$ cat src/design/akb_pkg.sv
package akb_pkg;
  // ==========================================================
  // sizes
  localparam int PORT_N = 53;
  localparam int PORT_W = 6;
  localparam int MASK_W = 53;
  localparam int TAG_W = 8;
  localparam int WORD_W = 36;
  localparam int WORDS_FOUR = 4;
  localparam int WORDS_EIGHT = 8;
  localparam int WORDS_SIXTEEN = 16;
  localparam int KEY_W = WORDS_SIXTEEN * WORD_W;
  localparam int LEN_IPV4_VLAN = 88;
  localparam int LEN_SEVEN_FIELD = 567;
  localparam int LEN_CUSTOM_ONE = 546;
  // ==========================================================
  // key formats and selector codes
  typedef enum logic [3:0] {
    KF_IPV4_VLAN = 4'h0, KF_ETYPE = 4'h1, KF_ARP = 4'h2, KF_IPV4_TRANSPORT = 4'h3,
    KF_IPV4_MISC = 4'h4, KF_CUSTOM_TWO = 4'h5, KF_IPV6_VLAN = 4'h6,
    KF_SEVEN_FIELD = 4'h7, KF_CUSTOM_ONE = 4'h8
  } akb_fmt_t;
  typedef enum logic [1:0] {SZ_FOUR = 2'h0, SZ_EIGHT = 2'h1, SZ_SIXTEEN = 2'h2} akb_size_t;
  localparam logic [3:0] SEL8_ETYPE = 4'h0;
  localparam logic [3:0] SEL8_ARP = 4'h3;
  localparam logic [3:0] SEL8_IPV4_TRANSPORT = 4'h4;
  localparam logic [3:0] SEL8_IPV4_MISC = 4'h5;
  localparam logic [3:0] SEL8_CUSTOM_TWO = 4'h8;
  localparam logic [3:0] SEL8_IPV6_VLAN = 4'h9;
  localparam logic [1:0] SEL16_SEVEN_FIELD = 2'h1;
  localparam logic [1:0] SEL16_CUSTOM_ONE = 2'h2;
  // ==========================================================
  // field positions
  localparam int X4_FIRST = 0;
  localparam int X4_TAG_LSB = 1;
  localparam int X8_SEL_LSB = 0;
  localparam int X8_FIRST = 4;
  localparam int X8_TAG_LSB = 5;
  localparam int X8_MSEL_LSB = 13;
  localparam int X8_MASK_LSB = 15;
  localparam int X8_MC = 68;
  localparam int X16_SEL_LSB = 0;
  localparam int X16_FIRST = 2;
  localparam int X16_TAG_LSB = 3;
  localparam int X16_MSEL_LSB = 11;
  localparam int X16_MASK_LSB = 13;
  localparam int X16_MC = 66;
  localparam int M3_SRC_LSB = 4;
  localparam int M3_PT_LSB = 44;
  localparam int M3_ACT_LSB = 49;
  localparam int DMAC_MC_BIT = 40;
  localparam logic [1:0] MM_DEFAULT = 2'h0;
  localparam logic [1:0] MM_LOOP = 2'h1;
  localparam logic [1:0] MM_MASQ = 2'h2;
  localparam logic [1:0] MM_SPECIAL = 2'h3;
  // ==========================================================
  // registers
  localparam logic [11:0] REG_CTRL = 12'h000;
  localparam logic [11:0] REG_STATUS = 12'h004;
  localparam logic [11:0] REG_TAG_IDX = 12'h008;
  localparam logic [11:0] REG_TAG_DATA = 12'h00c;
  localparam int CTRL_MASQ = 0;
  localparam int CTRL_INJ = 1;
  localparam int CTRL_VD = 2;
  localparam int CTRL_LBK3 = 3;
  localparam logic [3:0] CTRL_RST = 4'h0;
  localparam logic [TAG_W-1:0] TAG_RST = 8'h00;
  // ==========================================================
  // carriers
  typedef struct packed {
    akb_fmt_t fmt;
    logic first_lookup;
    logic tag_changed;
    logic [TAG_W-1:0] tag;
    logic [PORT_W-1:0] phys_port;
    logic [PORT_W-1:0] src_port;
    logic [PORT_W-1:0] loop_port;
    logic dst_inject;
    logic cpu_injected;
    logic from_loopback;
    logic [4:0] pipe_pt;
    logic [2:0] pipe_act;
    logic [47:0] dmac;
  } akb_frame_t;
  typedef struct packed {
    logic valid;
    akb_size_t size;
    logic [KEY_W-1:0] data;
  } akb_key_t;
endpackage : akb_pkg

$ cat src/design/akb_key_builder.sv
`timescale 1ns/1ps
`default_nettype none
module akb_key_builder #(
  parameter logic [5:0] PROC_PORT0 = 6'h35,
  parameter logic [5:0] PROC_PORT1 = 6'h36,
  parameter logic [5:0] VDEV_PORT0 = 6'h37,
  parameter logic [5:0] VDEV_PORT1 = 6'h38,
  parameter logic [2:0] MASQ_INJECT_ACT = 3'h1
) (
  // clock and reset
  input wire logic pclk,
  input wire logic presetn,
  // apb slave
  input wire logic psel,
  input wire logic penable,
  input wire logic pwrite,
  input wire logic [11:0] paddr,
  input wire logic [31:0] pwdata,
  output logic [31:0] prdata,
  output logic pready,
  output logic pslverr,
  // classification in
  input wire logic frame_valid,
  input wire akb_pkg::akb_frame_t frame_info,
  // key out
  output akb_pkg::akb_key_t key_out
);
  // ==========================================================
  // registers
  logic [3:0] ctrl_q;
  logic [akb_pkg::PORT_W-1:0] tag_idx_q;
  logic [15:0] key_cnt_q;
  logic [akb_pkg::TAG_W-1:0] port_tag_q [akb_pkg::PORT_N];
  logic [31:0] prdata_q;
  logic pready_q;
  logic pslverr_q;
  akb_pkg::akb_key_t key_q;
  logic apb_setup;
  logic apb_wr;
  logic addr_ok;
  logic [31:0] rd_d;

  assign apb_setup = psel & ~penable;
  assign apb_wr = psel & penable & pwrite & pready_q;
  assign addr_ok = (paddr == akb_pkg::REG_CTRL) | (paddr == akb_pkg::REG_STATUS) |
                   (paddr == akb_pkg::REG_TAG_IDX) | (paddr == akb_pkg::REG_TAG_DATA);

  always_comb begin
    rd_d = 32'h0;
    unique case (paddr)
      akb_pkg::REG_CTRL: rd_d = {28'h0, ctrl_q};
      akb_pkg::REG_STATUS: rd_d = {16'h0, key_cnt_q};
      akb_pkg::REG_TAG_IDX: rd_d = {26'h0, tag_idx_q};
      akb_pkg::REG_TAG_DATA: begin
        if (32'(tag_idx_q) < akb_pkg::PORT_N) begin
          rd_d = {24'h0, port_tag_q[tag_idx_q]};
        end
      end
      default: rd_d = 32'h0;
    endcase
  end

  // zero-wait answer: ready in the access cycle after setup
  always_ff @(posedge pclk or negedge presetn) begin
    if (!presetn) begin
      pready_q <= 1'b0;
      pslverr_q <= 1'b0;
      prdata_q <= 32'h0;
    end else begin
      pready_q <= apb_setup;
      pslverr_q <= apb_setup & ~addr_ok;
      if (apb_setup) begin
        prdata_q <= pwrite ? 32'h0 : rd_d;
      end
    end
  end

  always_ff @(posedge pclk or negedge presetn) begin
    if (!presetn) begin
      ctrl_q <= akb_pkg::CTRL_RST;
      tag_idx_q <= '0;
    end else if (apb_wr) begin
      if (paddr == akb_pkg::REG_CTRL) begin
        ctrl_q <= pwdata[3:0];
      end
      if (paddr == akb_pkg::REG_TAG_IDX) begin
        tag_idx_q <= pwdata[akb_pkg::PORT_W-1:0];
      end
    end
  end

  always_ff @(posedge pclk or negedge presetn) begin
    if (!presetn) begin
      for (int i = 0; i < akb_pkg::PORT_N; i++) begin
        port_tag_q[i] <= akb_pkg::TAG_RST;
      end
    end else if (apb_wr && paddr == akb_pkg::REG_TAG_DATA && 32'(tag_idx_q) < akb_pkg::PORT_N) begin
      port_tag_q[tag_idx_q] <= pwdata[akb_pkg::TAG_W-1:0];
    end
  end

  // ==========================================================
  // classification
  logic is_masq;
  logic is_vdev;
  logic [1:0] mode_d;
  logic [akb_pkg::TAG_W-1:0] tag_d;
  logic [akb_pkg::MASK_W-1:0] hot_phys;
  logic [akb_pkg::MASK_W-1:0] hot_loop;
  logic [akb_pkg::MASK_W-1:0] hot_src;
  logic [akb_pkg::MASK_W-1:0] mask_d;
  logic mc_d;

  assign is_masq = (frame_info.dst_inject && frame_info.src_port != frame_info.phys_port) ||
                   (frame_info.pipe_act == MASQ_INJECT_ACT);
  assign is_vdev = (frame_info.phys_port == VDEV_PORT0) || (frame_info.phys_port == VDEV_PORT1);
  assign mc_d = frame_info.dmac[akb_pkg::DMAC_MC_BIT];

  // highest qualifying mode wins
  always_comb begin
    if ((frame_info.cpu_injected && ctrl_q[akb_pkg::CTRL_INJ]) ||
        (is_vdev && ctrl_q[akb_pkg::CTRL_VD]) ||
        (frame_info.from_loopback && ctrl_q[akb_pkg::CTRL_LBK3])) begin
      mode_d = akb_pkg::MM_SPECIAL;
    end else if (is_masq && ctrl_q[akb_pkg::CTRL_MASQ]) begin
      mode_d = akb_pkg::MM_MASQ;
    end else if (frame_info.from_loopback) begin
      mode_d = akb_pkg::MM_LOOP;
    end else begin
      mode_d = akb_pkg::MM_DEFAULT;
    end
  end

  always_comb begin
    tag_d = frame_info.tag;
    if (!frame_info.tag_changed) begin
      tag_d = (32'(frame_info.phys_port) < akb_pkg::PORT_N) ? port_tag_q[frame_info.phys_port]
                                                             : akb_pkg::TAG_RST;
    end
  end

  for (genvar g = 0; g < akb_pkg::MASK_W; g++) begin : g_hot
    assign hot_phys[g] = (frame_info.phys_port == 6'(g));
    assign hot_loop[g] = (frame_info.loop_port == 6'(g));
    assign hot_src[g] = (frame_info.src_port == 6'(g));
  end

  always_comb begin
    mask_d = '0;
    unique case (mode_d)
      akb_pkg::MM_DEFAULT: mask_d = hot_phys;
      akb_pkg::MM_LOOP: mask_d = hot_loop;
      akb_pkg::MM_MASQ: mask_d = hot_src;
      akb_pkg::MM_SPECIAL: begin
        mask_d[0] = (frame_info.phys_port == PROC_PORT0);
        mask_d[1] = (frame_info.phys_port == PROC_PORT1);
        mask_d[2] = (frame_info.phys_port == VDEV_PORT0);
        mask_d[3] = (frame_info.phys_port == VDEV_PORT1);
        mask_d[akb_pkg::M3_SRC_LSB +: akb_pkg::PORT_W] = frame_info.src_port;
        mask_d[akb_pkg::M3_PT_LSB +: 5] = frame_info.pipe_pt;
        mask_d[akb_pkg::M3_ACT_LSB +: 3] = frame_info.pipe_act;
      end
    endcase
  end

  // ==========================================================
  // key packing, unused high bits stay zero
  akb_pkg::akb_key_t key_d;
  logic [3:0] sel8;
  logic [1:0] sel16;

  always_comb begin
    sel8 = akb_pkg::SEL8_ETYPE;
    sel16 = akb_pkg::SEL16_SEVEN_FIELD;
    unique case (frame_info.fmt)
      akb_pkg::KF_ARP: sel8 = akb_pkg::SEL8_ARP;
      akb_pkg::KF_IPV4_TRANSPORT: sel8 = akb_pkg::SEL8_IPV4_TRANSPORT;
      akb_pkg::KF_IPV4_MISC: sel8 = akb_pkg::SEL8_IPV4_MISC;
      akb_pkg::KF_CUSTOM_TWO: sel8 = akb_pkg::SEL8_CUSTOM_TWO;
      akb_pkg::KF_IPV6_VLAN: sel8 = akb_pkg::SEL8_IPV6_VLAN;
      akb_pkg::KF_CUSTOM_ONE: sel16 = akb_pkg::SEL16_CUSTOM_ONE;
      default: begin
        sel8 = akb_pkg::SEL8_ETYPE;
        sel16 = akb_pkg::SEL16_SEVEN_FIELD;
      end
    endcase
  end

  always_comb begin
    key_d.valid = frame_valid;
    key_d.data = '0;
    unique case (frame_info.fmt)
      akb_pkg::KF_IPV4_VLAN: begin
        key_d.size = akb_pkg::SZ_FOUR;
        key_d.data[akb_pkg::X4_FIRST] = frame_info.first_lookup;
        key_d.data[akb_pkg::X4_TAG_LSB +: akb_pkg::TAG_W] = tag_d;
      end
      akb_pkg::KF_SEVEN_FIELD, akb_pkg::KF_CUSTOM_ONE: begin
        key_d.size = akb_pkg::SZ_SIXTEEN;
        key_d.data[akb_pkg::X16_SEL_LSB +: 2] = sel16;
        key_d.data[akb_pkg::X16_FIRST] = frame_info.first_lookup;
        key_d.data[akb_pkg::X16_TAG_LSB +: akb_pkg::TAG_W] = tag_d;
        key_d.data[akb_pkg::X16_MSEL_LSB +: 2] = mode_d;
        key_d.data[akb_pkg::X16_MASK_LSB +: akb_pkg::MASK_W] = mask_d;
        key_d.data[akb_pkg::X16_MC] = mc_d;
      end
      default: begin
        key_d.size = akb_pkg::SZ_EIGHT;
        key_d.data[akb_pkg::X8_SEL_LSB +: 4] = sel8;
        key_d.data[akb_pkg::X8_FIRST] = frame_info.first_lookup;
        key_d.data[akb_pkg::X8_TAG_LSB +: akb_pkg::TAG_W] = tag_d;
        if (frame_info.fmt != akb_pkg::KF_IPV6_VLAN) begin
          key_d.data[akb_pkg::X8_MSEL_LSB +: 2] = mode_d;
          key_d.data[akb_pkg::X8_MASK_LSB +: akb_pkg::MASK_W] = mask_d;
          key_d.data[akb_pkg::X8_MC] = mc_d;
        end
      end
    endcase
  end

  always_ff @(posedge pclk or negedge presetn) begin
    if (!presetn) begin
      key_q <= '0;
    end else begin
      key_q <= key_d;
      if (!frame_valid) begin
        key_q.data <= '0;
      end
    end
  end

  always_ff @(posedge pclk or negedge presetn) begin
    if (!presetn) begin
      key_cnt_q <= 16'h0;
    end else if (frame_valid) begin
      key_cnt_q <= key_cnt_q + 16'h1;
    end
  end

  assign prdata = prdata_q;
  assign pready = pready_q;
  assign pslverr = pslverr_q;
  assign key_out = key_q;
endmodule : akb_key_builder
`default_nettype wire

$ cat config.mk
export PLATFORM = sky130hd
export DESIGN_NAME = akb_key_builder
export DESIGN_NICKNAME = d
export VERILOG_FILES = /design/src/design/akb_pkg.sv /design/src/design/akb_key_builder.sv
export SDC_FILE = /design/constraint.sdc
export NUM_CORES = 1
export LEC_CHECK = 0
export ABC_AREA = 1
export ABC_CLOCK_PERIOD_IN_PS = 2860
export BUFFER_PORTS_ARGS = -buffer_cell sky130_fd_sc_hd__buf_2
export CAP_MARGIN = 20
export CORE_AREA = 2 2 293 295
export DETAILED_ROUTE_END_ITERATION = 16
export DIE_AREA = 0 0 295 297
export GPL_ROUTABILITY_DRIVEN = 0
export HOLD_SLACK_MARGIN = 0.15
export SETUP_SLACK_MARGIN = 0.05
export SYNTH_ARGS = -nofsm -noshare
export SYNTH_HDL_FRONTEND = slang
export SYNTH_SLANG_ARGS = --single-unit
$ cat constraint.sdc
create_clock -name pclk -period 2.86 [get_ports pclk]
set_clock_uncertainty 0.1 [all_clocks]
set_input_delay 0.286 -clock pclk [delete_from_list [all_inputs] [get_ports pclk]]
set_output_delay 0.286 -clock pclk [all_outputs]
set_load 0.03 [all_outputs]
==> results of run 1 <==
-- cell type report --
cell class              count  share of cell area [%]
multi-input cells        3678                    43.5
flip-flops and latches    540                    34.1
repair buffers            525                    11.0
clock buffers              85                    4.38
well taps                1144                    3.61
inverters                 250                    2.39
clock inverters            25                    1.05
diodes                      1                 0.00631
-- worst max path at each step --
| stage | from | end | slack, ns | cells after the start |
|---|---|---|---|---|
| 6_report | tag_idx_q[1] | prdata[3] | 0.10 | 16 |
| 5_1_grt | frame_info[49] | key_out[35] | -0.04 | 21 |
| 4_1_cts | tag_idx_q[0] | prdata[2] | 0.06 | 13 |
| 3_5_place_dp | frame_info[73] | key_out[67] | -0.25 | 18 |
| 3_3_place_gp | frame_info[73] | key_out[65] | -0.25 | 19 |
| 2_1_floorplan | frame_info[71] | key_out[18] | 0.04 | 24 |
-- what timing repair did --
| item | CTS | global route |
|---|---|---|
| setup endpoints to repair | 0 | 64 |
| hold endpoints to repair | 750 | 0 |
| hold buffers | 67 | 0 |
| gates resized for setup | 0 | 41 |
| setup buffers | 0 | 2 |
-- kinds of logic (layout without fill, tap and decap cells) --
kind of cell	Yosys count	in the layout	share of synthesized area [%]
xor gates and xnor gates	18	18	0.452
buffers and inverters	1036	885	18.1
AOI/OAI and AO/OA	857	857	14.7
adders and majority gates	5	5	0.179
DFF	540	540	38.7
and+or+nand+nor	2275	2275	27.9
other	1	524	0.0107
-- cells in the final DEF (no fill, tap or decap), drive strengths merged --
master       count
o211ai          16
o311ai           1
a21oi           67
nand3b           6
xnor2            4
o2111ai          4
and3             2
diode            1
clkbuf          86
a31o             1
nor4             2
inv            246
clkinv          17
ha               5
nor3            11
bufinv          11
dfrtp          540
o21ai          687
o41ai            2
nand2         1840
conb           523
a221oi           4
o21a             3
nand3          125
nor3b            1
a22oi           13
nor2           210
o22ai           43
dlygate4sd3     66
a31oi            2
nand4           68
clkinvlp         1
xor2            14
or2             10
a22o             6
a32o             8
buf            458
-- worst register-to-register path: cells and delay by family (launching register included) --
family | cells | cell delay (ns)
buffers and inverters | 4 | 0.70
DFF | 1 | 0.44
AOI/OAI and AO/OA | 2 | 0.28
and+or+nand+nor | 10 | 1.13
-- per-stage QoR --
stage	power, mW	std cells	TNS [ns]	util [%]
floorplan	10.0	5254	0	-
global placement	10.3	6067	-8.63	43.4
detailed placement	10.3	6067	-8.18	43.4
CTS	18.9	6244	0	46.8
global route	19.4	6247	-0.225	46.9
finish	18.8	6248	0	46.9
-- routing by layer --
layer	vias up	part of all wire, %
met2	1628	45
met3	297	9.1
met5	-	0.020
li1	14800	-
met1	14800	41
met4	4	5.5
-- power breakdown --
part,switching [mW],internal (mW)
registers,0.0939,7.73
clock network,3.32,5.19
logic,1.98,0.469
total,5.39,13.4
-- flip-flops by register name, indices dropped and copies added (netlist names) --
register and flops:
port_tag_q 424, key_out 72, key_cnt_q 16, prdata 16
tag_idx_q 6, ctrl_q 4, pready 1, pslverr 1
==> impl_metrics.yaml, run 1 <==
outcome:
  outcome: "finished clean"
flow_run:
  timing.max_cap.violations: 0
timing:
  timing.final.crit_period_ns: 2.76
  rsz_0062_raised_after_global_routing: "true"
  hold_violations: 0
  fin_crit_sh_pct: 96.4
  finalMaxSlewViolations: 0
  fmaxAchievable_ghz: 0.363
  setup_viol_count_final: 0
  holdWs_ns: 0.197
  worst_slack_ns: 0.102
  max_slew.worst_pin.slew_ns: 0.704
  worst_relative_slew_slack_pct: 53.1
global_routing:
  gr-usage-met2_pct: 42.6
  grt_max_degree: 89
  gr-usage-met1_pct: 37.5
  grt-busiest-layer: "met2"
  grt_use_total_pct: 27.7
  grt-ovfl-total: 0
  grt.met3_usage_pct: 4.74
  antenna_found_initial: 3
  grt_pass1_wl_um: 184000
  grt_pass1_vias: 28700
cts:
  cts_max_level: 2
  tritoncts_clock_tree: "yes"
  clkSinkCount: 540
  cts_buffer_depth: 3
  cts.root.buffer_cell: "clkbuf_16"
  clk_latency_ns: 0.65
  cts-buffers-inserted: 59
  worst_setup_hold_path_clk_slew_ns: 0.06
yosys:
  post_synthesis_instance_area_um2: 34900
  yosys-top-cells-area: "dfrtp_1 (39%), nand2_1 (20%), buf_4 (12%)"
  synth-edff-count: 0
  synth_largest_type_area_fraction_pct: 38.7
  gate_count_of_the_mapped_netlist: 4732
  yosys.area.top_type: "dfrtp_1"
  syn_avg_cell_area_um2: 7.38
  dominantRegCellSynth: "dfrtp_1"
  yosys-top-cells-count: "nand2_1 (1836), buf_4 (547), dfrtp_1 (540)"
  yosysWarnings: 0
  ys_async_sr_fraction_pct: 100
  synth-seq-cells: 540
  synth.yosys.seq_area_share_pct: 38.7
  yosysMostFrequentCell: "nand2_1"
  ys_types: 51
setup_path:
  critPathKind: "flip-flop to flip-flop"
  worst_r2r_startpoint: "tag_idx_q[1]"
  worst_r2r_path_depth: 16
  crit_top_cell: "nand2_1"
  rrSetupSlack_ns: 0.10
  endpoint_kind: "flip-flop"
  worst_path_bufs_invs: 4
  timing.critical_path.max_delay_family: "simple AND/OR/NAND/NOR gates"
  cp_data_arrival_time_ns: 3.18
  max_stage_delay_ns: 0.44
  critical_path.reg2reg.endpoint: "prdata[3]"
  cp.required_ns: 3.28
  start_kind: "flip-flop"
  critPathSlowestCell: "dfrtp_1"
  critical_path_peak_fanout: 20
  crit_path_cell_trace: "inv_1, nand2_2, buf_12, buf_4, nor2_1, o21ai_0, o211ai_1, nor2_1, nor2_1, buf_4, nor2_1, nand2_1, nand2_1, nand2_1, nand2_1, nand2_1"
power:
  powerDensity_nw_per_um2: 474
  ir_drop_v: 0.000499
  total_leakage_power_nw: 19.9
layout:
  fin_nets: 5200
  regArea_um2: 13500
  fill_cells: 8482
  area_added_between_synthesis_and_finish_pct: 13.6
  layout-drive-gt1-share_pct: 17.1
  postLayoutCellArea_um2: 39700
  multi_input_logic_area_um2: 17200
placed_design:
  count_of_port_buffers_added_during_placement: 159
  post-place-ws_ns: -0.253
  dp_hpwl_um: 89900
  place_area_um2: 36700
drt:
  avgRoutedWirePerCell_um: 19.9
  drc: 0
  via_total_after_detailed_routing: 31600
  detail_route.first_pass.iterations: 9
  totalWireLength_um: 124000
  drc_violation_total_after_the_first_tritonroute_iteration: 3562
  routed_via_density: 5.05
  drt.antenna.violating_nets: 0
die:
  num_io_pins: 754
  floorplan.die.width_um: 295
  floorplan.rows: 107
  die_area_um2: 87600
  initial_core_util_pct: 41.3
  core_region_area_um2: 84500
  die-height_um: 297
min_path:
  hold_path.class: "input pin to flip-flop"
  worst_hold_path.num_cells: 4
  launch_instance_of_the_worst_min_delay_path: "frame_info[59]"
  hold-path-endpoint: "key_out[15]"
Power figures use the tool's default switching activity.
==> run 2, diff against run 1 <==
- RECOVER_POWER: not set -> 50
==> run 2 against run 1 <==
Against the previous run:
- non-clock buffer count stayed put
- count of clock-buffer cells in the layout is the same
- sequential share of layout area increased by 0.11 points
- largest power group unchanged
==> impl_metrics.yaml, run 2 (synthesis gave the netlist of run 1 again) <==
outcome:
  outcome: "finished clean"
layout:
  multi_input_logic_area_um2: 17200
  postLayoutCellArea_um2: 39500
  final_cell_mix: "nand2_1 (1826), dfrtp_1 (538), conb_1 (523)"
  mostFrequentLayoutCell: "nand2_1"
  stdcell_count: 6248
  regArea_um2: 13500
  area_added_between_synthesis_and_finish_pct: 13.2
  fill_cells: 8514
  layout-drive-gt1-share_pct: 16.4
  max_flop_register: "port_tag_q"
  util_after_layout_pct: 46.8
  fin_nets: 5200
  largest_reg_flops: 424
cts:
  clk_latency_ns: 0.65
  worst_setup_hold_path_clk_slew_ns: 0.06
  cts.root.buffer_cell: "clkbuf_16"
  clkSinkCount: 540
  cts-buffers-inserted: 59
  cts_max_level: 2
  cts_buffer_depth: 3
  tritoncts_clock_tree: "yes"
min_path:
  hold_path.class: "input pin to flip-flop"
  hold-path-endpoint: "key_out[17]"
  launch_instance_of_the_worst_min_delay_path: "frame_info[65]"
  worst_hold_path.num_cells: 6
setup_path:
  timing.critical_path.max_delay_family: "buffers and inverters"
  worst_r2r_startpoint: "tag_idx_q[2]"
  critPathSlowestCell: "dlygate4sd3_1"
  worst_path_bufs_invs: 8
  critPathKind: "input pin to flip-flop"
  crit_top_cell: "nand2_1"
  start_kind: "input pin"
  worst_r2r_path_depth: 15
  crit_path_cell_trace: "buf_4, inv_4, buf_4, buf_16, nor2_2, buf_4, a22oi_1, nand2_1, nand2_1, nand2_1, nor2_1, buf_4, nor2_1, nand2_1, nand2_1, nand2_1, nand3_1, nand2_1, dlygate4sd3_1, inv_1"
  critical_path_peak_fanout: 20
  critical_path.reg2reg.endpoint: "prdata[7]"
  endpoint_kind: "flip-flop"
  rrSetupSlack_ns: 0.12
  max_stage_delay_ns: 0.54
  cp_data_arrival_time_ns: 3.16
  cp.required_ns: 3.28
timing:
  finalMaxSlewViolations: 0
  setup_viol_count_final: 0
  hold_violations: 0
  fin_crit_sh_pct: 95.9
  max_slew.worst_pin.slew_ns: 1.35
  worst_relative_slew_slack_pct: 10.1
  worst_slack_ns: 0.118
  rsz_0062_raised_after_global_routing: "true"
  timing.final.crit_period_ns: 2.74
  fmaxAchievable_ghz: 0.365
die:
  core_region_area_um2: 84500
  initial_core_util_pct: 41.3
  die-height_um: 297
  num_io_pins: 754
  floorplan.die.width_um: 295
  die_area_um2: 87600
  floorplan.rows: 107
global_routing:
  grt_pass1_wl_um: 184000
  grt_pass1_vias: 28700
  grt_max_degree: 89
  grt-ovfl-total: 0
  grt_use_total_pct: 27.7
  antenna_found_initial: 3
flow_run:
  timing.max_cap.violations: 0
drt:
  drt.antenna.violating_nets: 0
  avgRoutedWirePerCell_um: 19.9
  drc: 0
  routed_via_density: 5.05
  totalWireLength_um: 124000
  drc_violation_total_after_the_first_tritonroute_iteration: 3484
  via_total_after_detailed_routing: 31500
  detail_route.first_pass.iterations: 6
placed_design:
  dp_hpwl_um: 89900
  place_area_um2: 36700
  post-place-cells: 6067
  count_of_port_buffers_added_during_placement: 159
  post-place-ws_ns: -0.253
power:
  powerDensity_nw_per_um2: 475
  ir_drop_v: 0.000501
  total_leakage_power_nw: 19.7
==> run 2: cell types whose count changed in the layout (fill, tap and decap cells not counted) <==
cell / delta
buf_12: -5
buf_2: -32
buf_4: -4
buf_8: -1
clkbuf_1: +35
clkbuf_2: +3
clkbuf_4: +4
==> run 2: metal layers <==
layer  vias to the layer above  GRT usage, %  part of all wire [%]
met5                         -             0                 0.020
met4                         4          13.5                   5.4
met3                       284          4.74                   9.3
met2                      1625          42.6                    45
met1                     14800          37.5                    41
li1                      14800             -                     -
==> run 2: report_power, final <==
group | total (mW) | switching (mW) | internal (mW)
logic | 2.43 | 1.98 | 0.450
clock network | 8.53 | 3.34 | 5.19
registers | 7.83 | 0.0942 | 7.73
total | 18.8 | 5.41 | 13.4
==> run 2: tightest hold or removal path: cells and delay by family <==
family                 cells  cell delay [ns]
and+or+nand+nor            1             0.07
buffers and inverters      3             0.32
AOI/OAI and AO/OA          2             0.19
==> run 2: worst max-delay path by stage <==
stage,startpoint,endpoint,cells past startpoint,slack [ns]
after floorplan,frame_info[71],key_out[18],24,0.04
after global placement,frame_info[73],key_out[65],19,-0.25
after detailed placement,frame_info[73],key_out[67],18,-0.25
after CTS,tag_idx_q[0],prdata[2],13,0.06
after global routing,frame_info[49],key_out[35],21,-0.04
final,frame_info[72],key_out[4],20,0.12
==> run 2: stage by stage <==
| stage | total power, mW | hold WS [ns] | TNS (ns) |
|---|---|---|---|
| final | 18.8 | 0.195 | 0 |
| after global routing | 19.4 | 0.224 | -0.225 |
| after global placement | 10.3 | 0.143 | -8.63 |
| after CTS | 18.9 | 0.159 | 0 |
| after floorplan | 10.0 | -0.110 | 0 |
| after detailed placement | 10.3 | 0.143 | -8.18 |
==> run 2: cell type report <==
class | instances | area share (%)
diodes | 1 | 0.00633
clock buffers | 85 | 4.39
clock inverters | 25 | 1.06
inverters | 250 | 2.40
multi-input cells | 3678 | 43.6
flip-flops and latches | 540 | 34.2
well taps | 1144 | 3.62
repair buffers | 525 | 10.7
==> run 2: what timing repair did <==
item / 4_1_cts / 5_1_grt
endpoints found under the hold margin: 750 / 0
setup buffers: 0 / 2
gates resized for setup: 0 / 41
endpoints found under the setup margin: 0 / 64
hold buffers: 67 / 0
